File: src/hdl/rcs_defs.svh
// Constants of the reset and configuration sequencer.
// Included by the sequencer and its port monitor; definitions only.
`ifndef RCS_DEFS_SVH
`define RCS_DEFS_SVH

`define RCS_GPIO_W        8
`define RCS_SEL_LSB       0
`define RCS_SEL_W         4
`define RCS_STRAP_EEP_EN  4
`define RCS_STRAP_I2C     5
`define RCS_STATE_W       16

// EEPROM search ranges
`define RCS_EEP_BASE      7'h50
`define RCS_EEP_IDX_LAST  3'h7
`define RCS_EEP_OFF_LO    16'h0000
`define RCS_EEP_OFF_HI    16'hf000
`define RCS_SPD_1M        2'h0
`define RCS_SPD_400K      2'h1
`define RCS_SPD_100K      2'h2

// EEPROM operation kinds
`define RCS_OP_PROBE      2'h0
`define RCS_OP_UPDATE     2'h1
`define RCS_OP_CONFIG     2'h2

`endif

File: src/hdl/rcs_pkg.sv
// Types of the reset and configuration sequencer.
// Needs nothing else; included before the modules.
package rcs_pkg;

    typedef enum logic [15:0] {
        RCS_ST_INFO   = 16'h0001,
        RCS_ST_PLL    = 16'h0002,
        RCS_ST_ARMED  = 16'h0004,
        RCS_ST_IMAGE  = 16'h0008,
        RCS_ST_PROBE  = 16'h0010,
        RCS_ST_UPD    = 16'h0020,
        RCS_ST_UPDAPP = 16'h0040,
        RCS_ST_OTPCFG = 16'h0080,
        RCS_ST_EEPCFG = 16'h0100,
        RCS_ST_HOTFIX = 16'h0200,
        RCS_ST_RELOCK = 16'h0400,
        RCS_ST_SERIAL = 16'h0800,
        RCS_ST_APPLY  = 16'h1000,
        RCS_ST_MON    = 16'h2000,
        RCS_ST_ALARM  = 16'h4000,
        RCS_ST_DONE   = 16'h8000
    } rcs_state_t;

    typedef struct packed {
        rcs_state_t  st;
        logic [7:0]  strap;
        logic        mr_prev;
        logic        restart;
        logic [2:0]  idx;
        logic [2:0]  first;
        logic [1:0]  spd;
        logic        offs_hi;
        logic        eep_present;
        logic        cfg_loaded;
        logic [3:0]  cfg_num;
        logic        ser_i2c;
        logic        bg_cal;
        logic        err_otp_missing;
        logic        err_otp_crc;
        logic        err_no_eep;
        logic        err_eep_cfg;
        logic        ser_en;
        logic        outs_en;
        logic        mon_en;
        logic        alarm_en;
    } rcs_regs_t;

endpackage

File: src/hdl/rcs_sync.sv
// Two-stage synchroniser for pin inputs.
// Assumes one clock; pins are asynchronous to it.
`timescale 1ns/1ns
module rcs_sync #(
    parameter int W = 1
) (
    input  wire logic         sys_clk_in,
    input  wire logic         rst_n_in,
    input  wire logic [W-1:0] async_in,
    output logic      [W-1:0] sync_out
);
    logic [W-1:0] meta_r;
    logic [W-1:0] sync_r;

    // First stage feeds only the second
    always_ff @(posedge sys_clk_in) begin
        if (!rst_n_in) begin
            meta_r <= '0;
            sync_r <= '0;
        end else begin
            meta_r <= async_in;
            sync_r <= meta_r;
        end
    end

    assign sync_out = sync_r;
endmodule

File: src/hdl/rcs_sequencer.sv
// Power-up and reset boot sequencer of a multi-channel timing device.
// Assumes same-clock engines for OTP, EEPROM, PLL and image work,
// each answering a held request with a one-cycle done pulse.
// Functional notes
// - Sequence starts at master reset rising edge, only with test high.
// - In reset: clock outputs off, GPIO undriven, serial port silent.
// - Load device info, then calibrate and lock system PLL first.
// - GPIO straps captured at master reset rise, steer later steps.
// - Build default register image without touching pins or outputs.
// - Strap selects serial protocol; SPI defaults to 4-wire form.
// - If enabled, find EEPROM update, apply it, restart sequence.
// - Load strap-selected OTP config; report errors or loaded number.
// - OTP config writes only listed registers; rest stay default.
// - After OTP load: background PLL cal if divider set; reset protocol.
// - EEPROM config search skips bad blocks until one applied or done.
// - Run OTP hotfix after both configuration steps.
// - Finish: relock if a config loaded, serial, apply image, monitors, then alarms.
// - Complete with defaults on failure; expose failure status bits.
// - Probe EEPROMs 1010000..1010111 at 1 MHz, 400 kHz, 100 kHz.
// - Skip all EEPROM searches when strapped to SPI.
// - Config blocks checked only at offsets 0x0000 and 0xF000.
`timescale 1ns/1ns
`include "rcs_defs.svh"
module rcs_sequencer (
    input  wire logic                   sys_clk_in,
    input  wire logic                   rst_n_in,
    input  wire logic                   master_reset_n_in,
    input  wire logic                   test_mode_n_in,
    input  wire logic [`RCS_GPIO_W-1:0] gpio_in,
    output logic                        info_req_out,
    input  wire logic                   info_done_in,
    output logic                        pll_cal_req_out,
    input  wire logic                   pll_lock_in,
    output logic                        pll_bg_cal_out,
    output logic                        image_init_req_out,
    input  wire logic                   image_done_in,
    output logic                        eep_req_out,
    output logic [1:0]                  eep_kind_out,
    output logic [6:0]                  eep_dev_addr_out,
    output logic [1:0]                  eep_speed_out,
    output logic [15:0]                 eep_offset_out,
    input  wire logic                   eep_done_in,
    input  wire logic                   eep_ack_in,
    input  wire logic                   eep_valid_in,
    output logic                        upd_apply_req_out,
    input  wire logic                   upd_apply_done_in,
    output logic                        otp_cfg_req_out,
    output logic [3:0]                  otp_cfg_num_out,
    input  wire logic                   otp_cfg_done_in,
    input  wire logic                   otp_cfg_found_in,
    input  wire logic                   otp_cfg_crc_ok_in,
    input  wire logic                   otp_fbdiv_set_in,
    input  wire logic                   otp_ser_i2c_in,
    input  wire logic                   hotfix_present_in,
    output logic                        hotfix_req_out,
    input  wire logic                   hotfix_done_in,
    output logic                        image_apply_req_out,
    input  wire logic                   image_apply_done_in,
    output logic                        serial_en_out,
    output logic                        serial_i2c_out,
    output logic                        spi_4wire_out,
    output logic                        clk_out_en_out,
    output logic                        gpio_oe_n_out,
    output logic                        monitors_en_out,
    output logic                        alarms_en_out,
    output logic                        seq_done_out,
    output logic                        cfg_loaded_out,
    output logic [3:0]                  cfg_num_out,
    output logic                        err_otp_missing_out,
    output logic                        err_otp_crc_out,
    output logic                        err_no_eeprom_out,
    output logic                        err_eep_cfg_out
);
    logic [`RCS_GPIO_W+1:0] pins_s;
    logic                   mr_s;
    logic                   test_s;
    logic [`RCS_GPIO_W-1:0] gpio_s;
    logic                   mr_rise;
    logic                   eep_ok;
    rcs_pkg::rcs_regs_t     s_r;
    rcs_pkg::rcs_regs_t     s_nxt;

    // Pins and straps share one synchroniser so they stay aligned
    rcs_sync #(
        .W (`RCS_GPIO_W + 2)
    ) u_sync (
        .sys_clk_in (sys_clk_in),
        .rst_n_in   (rst_n_in),
        .async_in   ({master_reset_n_in, test_mode_n_in, gpio_in}),
        .sync_out   (pins_s)
    );

    assign mr_s   = pins_s[`RCS_GPIO_W+1];
    assign test_s = pins_s[`RCS_GPIO_W];
    assign gpio_s = pins_s[`RCS_GPIO_W-1:0];
    assign mr_rise = mr_s & ~s_r.mr_prev & test_s;
    // EEPROM enabled by strap and reachable only in I2C mode
    assign eep_ok = s_r.strap[`RCS_STRAP_EEP_EN]
                  & s_r.strap[`RCS_STRAP_I2C];

    // Sequencing of the whole boot flow
    always_comb begin
        s_nxt = s_r;
        s_nxt.mr_prev = mr_s;
        case (s_r.st)
            rcs_pkg::RCS_ST_INFO: begin
                if (info_done_in) begin
                    s_nxt.st = rcs_pkg::RCS_ST_PLL;
                end
            end
            rcs_pkg::RCS_ST_PLL: begin
                if (pll_lock_in) begin
                    s_nxt.st = s_r.restart ? rcs_pkg::RCS_ST_IMAGE
                                           : rcs_pkg::RCS_ST_ARMED;
                end
            end
            rcs_pkg::RCS_ST_ARMED: begin
                if (mr_rise) begin
                    s_nxt.strap = gpio_s;
                    s_nxt.st    = rcs_pkg::RCS_ST_IMAGE;
                end
            end
            rcs_pkg::RCS_ST_IMAGE: begin
                // Protocol follows strap; pins untouched meanwhile
                s_nxt.ser_i2c = s_r.strap[`RCS_STRAP_I2C];
                if (image_done_in) begin
                    s_nxt.idx = 3'h0;
                    s_nxt.spd = `RCS_SPD_1M;
                    s_nxt.st  = eep_ok ? rcs_pkg::RCS_ST_PROBE
                                       : rcs_pkg::RCS_ST_OTPCFG;
                end
            end
            rcs_pkg::RCS_ST_PROBE: begin
                if (eep_done_in) begin
                    if (eep_ack_in) begin
                        s_nxt.eep_present = 1'b1;
                        s_nxt.first       = s_r.idx;
                        s_nxt.offs_hi     = 1'b0;
                        s_nxt.st          = rcs_pkg::RCS_ST_UPD;
                    end else if (s_r.idx != `RCS_EEP_IDX_LAST) begin
                        s_nxt.idx = s_r.idx + 3'h1;
                    end else if (s_r.spd != `RCS_SPD_100K) begin
                        s_nxt.idx = 3'h0;
                        s_nxt.spd = s_r.spd + 2'h1;
                    end else begin
                        s_nxt.err_no_eep = 1'b1;
                        s_nxt.st         = rcs_pkg::RCS_ST_OTPCFG;
                    end
                end
            end
            rcs_pkg::RCS_ST_UPD: begin
                if (eep_done_in) begin
                    if (eep_valid_in) begin
                        s_nxt.st = rcs_pkg::RCS_ST_UPDAPP;
                    end else if (s_r.idx != `RCS_EEP_IDX_LAST) begin
                        s_nxt.idx = s_r.idx + 3'h1;
                    end else begin
                        s_nxt.st = rcs_pkg::RCS_ST_OTPCFG;
                    end
                end
            end
            rcs_pkg::RCS_ST_UPDAPP: begin
                // Restart from the starting condition, straps kept
                if (upd_apply_done_in) begin
                    s_nxt.restart     = 1'b1;
                    s_nxt.eep_present = 1'b0;
                    s_nxt.st          = rcs_pkg::RCS_ST_INFO;
                end
            end
            rcs_pkg::RCS_ST_OTPCFG: begin
                if (otp_cfg_done_in) begin
                    if (!otp_cfg_found_in) begin
                        s_nxt.err_otp_missing = 1'b1;
                    end else if (!otp_cfg_crc_ok_in) begin
                        s_nxt.err_otp_crc = 1'b1;
                    end else begin
                        s_nxt.cfg_loaded = 1'b1;
                        s_nxt.cfg_num    = otp_cfg_num_out;
                        s_nxt.bg_cal     = otp_fbdiv_set_in;
                        s_nxt.ser_i2c    = otp_ser_i2c_in;
                    end
                    s_nxt.idx     = s_r.first;
                    s_nxt.offs_hi = 1'b0;
                    s_nxt.st      = s_r.eep_present
                                  ? rcs_pkg::RCS_ST_EEPCFG
                                  : rcs_pkg::RCS_ST_HOTFIX;
                end
            end
            rcs_pkg::RCS_ST_EEPCFG: begin
                if (eep_done_in) begin
                    if (eep_valid_in) begin
                        s_nxt.cfg_loaded = 1'b1;
                        s_nxt.st         = rcs_pkg::RCS_ST_HOTFIX;
                    end else if (!s_r.offs_hi) begin
                        s_nxt.offs_hi = 1'b1;
                    end else if (s_r.idx != `RCS_EEP_IDX_LAST) begin
                        s_nxt.offs_hi = 1'b0;
                        s_nxt.idx     = s_r.idx + 3'h1;
                    end else begin
                        s_nxt.err_eep_cfg = 1'b1;
                        s_nxt.st          = rcs_pkg::RCS_ST_HOTFIX;
                    end
                end
            end
            rcs_pkg::RCS_ST_HOTFIX: begin
                if (!hotfix_present_in || hotfix_done_in) begin
                    s_nxt.st = s_r.cfg_loaded ? rcs_pkg::RCS_ST_RELOCK
                                              : rcs_pkg::RCS_ST_SERIAL;
                end
            end
            rcs_pkg::RCS_ST_RELOCK: begin
                if (pll_lock_in) begin
                    s_nxt.bg_cal = 1'b0;
                    s_nxt.st     = rcs_pkg::RCS_ST_SERIAL;
                end
            end
            rcs_pkg::RCS_ST_SERIAL: begin
                s_nxt.ser_en = 1'b1;
                s_nxt.st     = rcs_pkg::RCS_ST_APPLY;
            end
            rcs_pkg::RCS_ST_APPLY: begin
                if (image_apply_done_in) begin
                    s_nxt.outs_en = 1'b1;
                    s_nxt.st      = rcs_pkg::RCS_ST_MON;
                end
            end
            rcs_pkg::RCS_ST_MON: begin
                s_nxt.mon_en = 1'b1;
                s_nxt.st     = rcs_pkg::RCS_ST_ALARM;
            end
            rcs_pkg::RCS_ST_ALARM: begin
                s_nxt.alarm_en = 1'b1;
                s_nxt.st       = rcs_pkg::RCS_ST_DONE;
            end
            default: begin
                s_nxt.st = rcs_pkg::RCS_ST_DONE;
            end
        endcase
        // Pin reset low returns to the quiet starting condition, but
        // info load and PLL lock still advance so the rise is not missed
        if (!mr_s) begin
            s_nxt.st = (s_nxt.st == rcs_pkg::RCS_ST_PLL ||
                        s_nxt.st == rcs_pkg::RCS_ST_ARMED)
                     ? s_nxt.st : rcs_pkg::RCS_ST_INFO;
            s_nxt    = '{st: s_nxt.st, default: '0};
        end
    end

    // State register; reset value parks in the starting condition
    always_ff @(posedge sys_clk_in) begin
        if (!rst_n_in) begin
            s_r    <= '0;
            s_r.st <= rcs_pkg::RCS_ST_INFO;
        end else begin
            s_r <= s_nxt;
        end
    end

    // Requests held for the whole step
    assign info_req_out        = s_r.st == rcs_pkg::RCS_ST_INFO;
    assign pll_cal_req_out     = s_r.st == rcs_pkg::RCS_ST_PLL
                               || s_r.st == rcs_pkg::RCS_ST_RELOCK;
    assign image_init_req_out  = s_r.st == rcs_pkg::RCS_ST_IMAGE;
    assign upd_apply_req_out   = s_r.st == rcs_pkg::RCS_ST_UPDAPP;
    assign otp_cfg_req_out     = s_r.st == rcs_pkg::RCS_ST_OTPCFG;
    assign hotfix_req_out      = s_r.st == rcs_pkg::RCS_ST_HOTFIX
                               && hotfix_present_in;
    assign image_apply_req_out = s_r.st == rcs_pkg::RCS_ST_APPLY;
    assign eep_req_out         = s_r.st == rcs_pkg::RCS_ST_PROBE
                               || s_r.st == rcs_pkg::RCS_ST_UPD
                               || s_r.st == rcs_pkg::RCS_ST_EEPCFG;
    assign eep_kind_out = (s_r.st == rcs_pkg::RCS_ST_UPD) ? `RCS_OP_UPDATE
                        : (s_r.st == rcs_pkg::RCS_ST_EEPCFG)
                        ? `RCS_OP_CONFIG : `RCS_OP_PROBE;
    assign eep_dev_addr_out = `RCS_EEP_BASE | {4'h0, s_r.idx};
    assign eep_speed_out    = s_r.spd;
    assign eep_offset_out   = s_r.offs_hi ? `RCS_EEP_OFF_HI
                                          : `RCS_EEP_OFF_LO;
    assign otp_cfg_num_out  =
        s_r.strap[`RCS_SEL_LSB +: `RCS_SEL_W];

    // Register-driven status and enables
    assign pll_bg_cal_out      = s_r.bg_cal;
    assign serial_en_out       = s_r.ser_en;
    assign serial_i2c_out      = s_r.ser_i2c;
    assign spi_4wire_out       = ~s_r.ser_i2c;
    assign clk_out_en_out      = s_r.outs_en;
    assign gpio_oe_n_out       = ~s_r.outs_en;
    assign monitors_en_out     = s_r.mon_en;
    assign alarms_en_out       = s_r.alarm_en;
    assign seq_done_out        = s_r.st == rcs_pkg::RCS_ST_DONE;
    assign cfg_loaded_out      = s_r.cfg_loaded;
    assign cfg_num_out         = s_r.cfg_num;
    assign err_otp_missing_out = s_r.err_otp_missing;
    assign err_otp_crc_out     = s_r.err_otp_crc;
    assign err_no_eeprom_out   = s_r.err_no_eep;
    assign err_eep_cfg_out     = s_r.err_eep_cfg;
endmodule

File: config.mk
export PLATFORM = sky130hd
export DESIGN_NAME = rcs_sequencer
export DESIGN_NICKNAME = d
export VERILOG_FILES = /design/src/hdl/rcs_pkg.sv /design/src/hdl/rcs_sync.sv /design/src/hdl/rcs_sequencer.sv
export VERILOG_INCLUDE_DIRS = /design/src /design/src/hdl
export SDC_FILE = /design/constraint.sdc
export NUM_CORES = 1
export LEC_CHECK = 0
export BUFFER_PORTS_ARGS = -buffer_cell sky130_fd_sc_hd__buf_2
export CAP_MARGIN = 5
export CORE_AREA = 2 2 88 90
export DETAILED_ROUTE_END_ITERATION = 10
export DIE_AREA = 0 0 90 92
export PLACE_DENSITY = 0.76
export SLEW_MARGIN = 20
export SYNTH_ARGS = -nofsm -noshare
export SYNTH_HDL_FRONTEND = slang
export SYNTH_SLANG_ARGS = --single-unit
File: constraint.sdc
create_clock -name sys_clk_in -period 2.2 [get_ports sys_clk_in]
set_input_delay 0.22 -clock sys_clk_in [delete_from_list [all_inputs] [get_ports sys_clk_in]]
set_output_delay 0.22 -clock sys_clk_in [all_outputs]
set_load 0.005 [all_outputs]
==> results.yml <==
clock_tree:
  clock_tree.root_cell: "clkbuf_8"
  path_clk_slew_ns: 0.08
  cts.sinks: 65
  htree_levels: 3
  cts_buffers: 9
  ctsHoldBuffers: 0
  clockBufferDepth: 2
  cts_tree: "yes"
  clk_latency_ns: 0.34
setup_path:
  critical_path_class: "reg -> reg"
  cp_top_family: "simple AND/OR/NAND/NOR gates"
  slowest_stage: "or4_4"
  reg2reg_setup_slack_ns: -0.26
  end_kind: "flop"
  reg2reg_from: "s_r[36]$_SDFF_PN0_"
  path_buf_inv: 3
  path_max_fanout: 9
  regToRegEndpoint: "s_r[41]$_SDFF_PN0_"
  critPathArrivalTime_ns: 2.72
  cp.required_ns: 2.46
  crit_chain: "or4b_4, or4_4, buf_4, clkinv_4, a21oi_1, a311o_1, buf_6, a211oi_2"
  slowest_delay_ns: 0.56
  start_kind: "flop"
  worst_r2r_path_depth: 8
floorplanning:
  initial_core_util_pct: 47.3
  die_x_um: 90
  die_h_um: 92
  fp-row-count: 32
  die_area_um2: 8280
  core_um2: 7450
  ios: 84
place:
  dp.cells: 664
  place_hpwl_um: 7960
  portBuffers: 65
  placed_area_um2: 4540
  place.gp.congestion: 1.02
sta:
  fin_crit_sh_pct: 112
  grt_setup_unrepaired: "yes"
  final_max_slew_viol_count: 0
  finalSetupViolCount: 27
  hold_viol: 0
  skew_ns: 0.0119
  setup_slack_ns: -0.257
  fin_crit_ns: 2.46
  fmax_mhz: 407
global_routing:
  grt_max_degree: 22
  gr-total-overflow: 0
  grt_pass1_wl_um: 16700
  grt_pass1_vias: 3553
  grt.total_usage_pct: 25.4
  antenna_found_initial: 0
logic_synthesis:
  synth-seq-area-share_pct: 36.9
  synthArstFlopShare_pct: 0
  yosys_register_bits: 65
  synth_edf_count: 0
  synthDistinctLibCells: 62
  synthesis.area_um2: 3520
  yosysWarnings: 0
  post_synth.cell_area_avg_um2: 8.33
  ys.flop_type: "dfxtp_1"
  syn_inst: 423
power:
  power.density_nw_per_um2: 598
  comb_power_share_pct: 24.9
  p_sw_share_pct: 30.1
  power.share.clock_pct: 34.9
  leakage_nw: 2.24
  seq_power_share_pct: 40.2
  internal_power_mw: 2.14
  vdd_drop_max_mv: 0.628
  power_mw: 3.06
  power_switching_mw: 0.921
routing:
  drcViolationCount: 0
  highest_layer: "met4"
  wl_met3_um: 749
  viasPerCell: 5.46
  wirelength_um: 11100
  dr.pass1.iters: 5
  drtAntennaViolNets: 0
  drt_iter0_drc: 264
  wl_met1_um: 4590
  vias: 3770
  wire_per_inst_um: 16.1
  wl_met2_um: 5500
hold_path:
  worstHoldEndpoint: "u_sync.meta_r[4]$_SDFF_PN0_"
  min_from: "gpio_in[4]"
  hold_class: "in -> reg"
  min_path_cells: 2
finish:
  final_common_cell: "buf_4"
  syn2layout_area_growth_pct: 45.2
  final_cell_mix: "buf_4 (109), buf_2 (64), dfxtp_1 (59), nand2_1 (36), a21oi_1 (31)"
  final_cell_count_no_fill: 690
  nFillCells: 609
  fin_nets: 616
  n_antenna_cell: 0
  drive_gt1_share_pct: 44.7
  final_core_util_pct: 68.7
  stdcell_area_um2: 5110
outcome:
  status: "complete, but fails checks"
  violations: "negative setup slack"
job:
  max_cap_viol_count: 0
cells in the mapped netlist, drive strengths merged, types with 4 or more instances:
cell    number  share of area, %
a41oi        4              0.99
nand4        7               1.2
nand3        9               1.3
nor3        14               2.1
inv         19               2.0
ha           6               2.1
nor4         7               2.3
dfxtp       65                37
buf         42               8.6
nor2        32               3.4
a31oi        6               1.1
mux2i        9               2.6
clkbuf      11               1.2
o21ai       16               2.3
nor4b       10               2.5
and2        20               3.6
o211ai       4              0.99
a22oi        6               1.7
or4          5               1.4
o22ai        5              0.89
nand2       36               3.8
a21oi       36               5.1
state kept, by name, indices dropped and copies added, names as in the netlist:
| name | count |
|---|---|
| s_r | 25 |
| u_sync.meta_r | 8 |
| u_sync.sync_out | 8 |
| cfg_num_out | 4 |
| otp_cfg_num_out | 4 |
| eep_dev_addr_out | 3 |
| eep_speed_out | 2 |
| alarms_en_out | 1 |
| cfg_loaded_out | 1 |
| clk_out_en_out | 1 |
| err_eep_cfg_out | 1 |
| err_no_eeprom_out | 1 |
| err_otp_crc_out | 1 |
| err_otp_missing_out | 1 |
| monitors_en_out | 1 |
| pll_bg_cal_out | 1 |
| serial_en_out | 1 |
| serial_i2c_out | 1 |
worst max path at each step:
stage	from	endpoint	slack, ns	depth (start not counted)
after floorplan	s_r[39]$_SDFF_PN0_	s_r[41]$_SDFF_PN0_	-0.14	8
after global placement	s_r[40]$_SDFF_PN0_	eep_dev_addr_out[2]$_SDFFE_PN0P_	-0.19	7
after detailed placement	s_r[40]$_SDFF_PN0_	eep_dev_addr_out[2]$_SDFFE_PN0P_	-0.26	7
after CTS	s_r[36]$_SDFF_PN0_	s_r[41]$_SDFF_PN0_	-0.21	8
after global routing	s_r[36]$_SDFF_PN0_	s_r[41]$_SDFF_PN0_	-0.31	7
final	s_r[36]$_SDFF_PN0_	s_r[41]$_SDFF_PN0_	-0.26	8
area by class of cell:
cell class	count	area, um2	share of cell area (%)
flip-flops and latches	65	1310	25.6
multi-input cells	297	2060	40.4
repair buffers	188	1310	25.6
well taps	102	128	2.50
clock buffers	9	124	2.42
inverters	22	95.1	1.86
clock inverters	7	86.3	1.69
logic make-up (layout without fill, tap and decap cells):
family                     count (synthesis)  in the layout  share of synthesized area (%)
muxes                                      9              9                           2.56
adders and majority gates                  6              6                           2.13
DFF                                       65             65                           36.9
xor gates and xnor gates                   2              2                          0.497
AOI/OAI and AO/OA                         98             98                           18.4
and+or+nand+nor                          166            166                           27.1
other                                      2             16                          0.213
buffers and inverters                     75            226                           12.1
power groups by stage:
stage | Combinational (mW) | Sequential (mW) | Clock, mW
6_report | 0.762 | 1.23 | 1.07
5_1_grt | 0.809 | 1.23 | 1.14
4_1_cts | 0.698 | 1.23 | 1.08
3_5_place_dp | 0.611 | 1.25 | 0
3_3_place_gp | 0.596 | 1.25 | 0
2_1_floorplan | 0.329 | 1.25 | 0
stage by stage:
step | hold WS, ns | setup slack [ns] | setup TNS (ns)
floorplan | 0.347 | -0.143 | -1.27
global placement | 0.414 | -0.190 | -2.33
detailed placement | 0.417 | -0.257 | -3.58
CTS | 0.0683 | -0.210 | -2.71
global route | 0.0572 | -0.309 | -6.08
finish | 0.0809 | -0.257 | -3.98
routing by layer:
layer  GRT usage (%)  vias to the layer above
met5               0                        -
met4            9.62                        0
met3            5.92                       34
met2            43.8                      191
met1            30.8                     1755
li1                -                     1790
what timing repair did:
| item | in CTS | in global routing |
|---|---|---|
| setup endpoints to repair | 26 | 42 |
| gates resized for setup | 32 | 40 |
| pin swaps | 3 | 7 |
| endpoints found under the hold margin | 0 | 0 |
| buffers inserted | 3 | 7 |
| cloned | 0 | 0 |
Power figures use the tool's default switching activity.
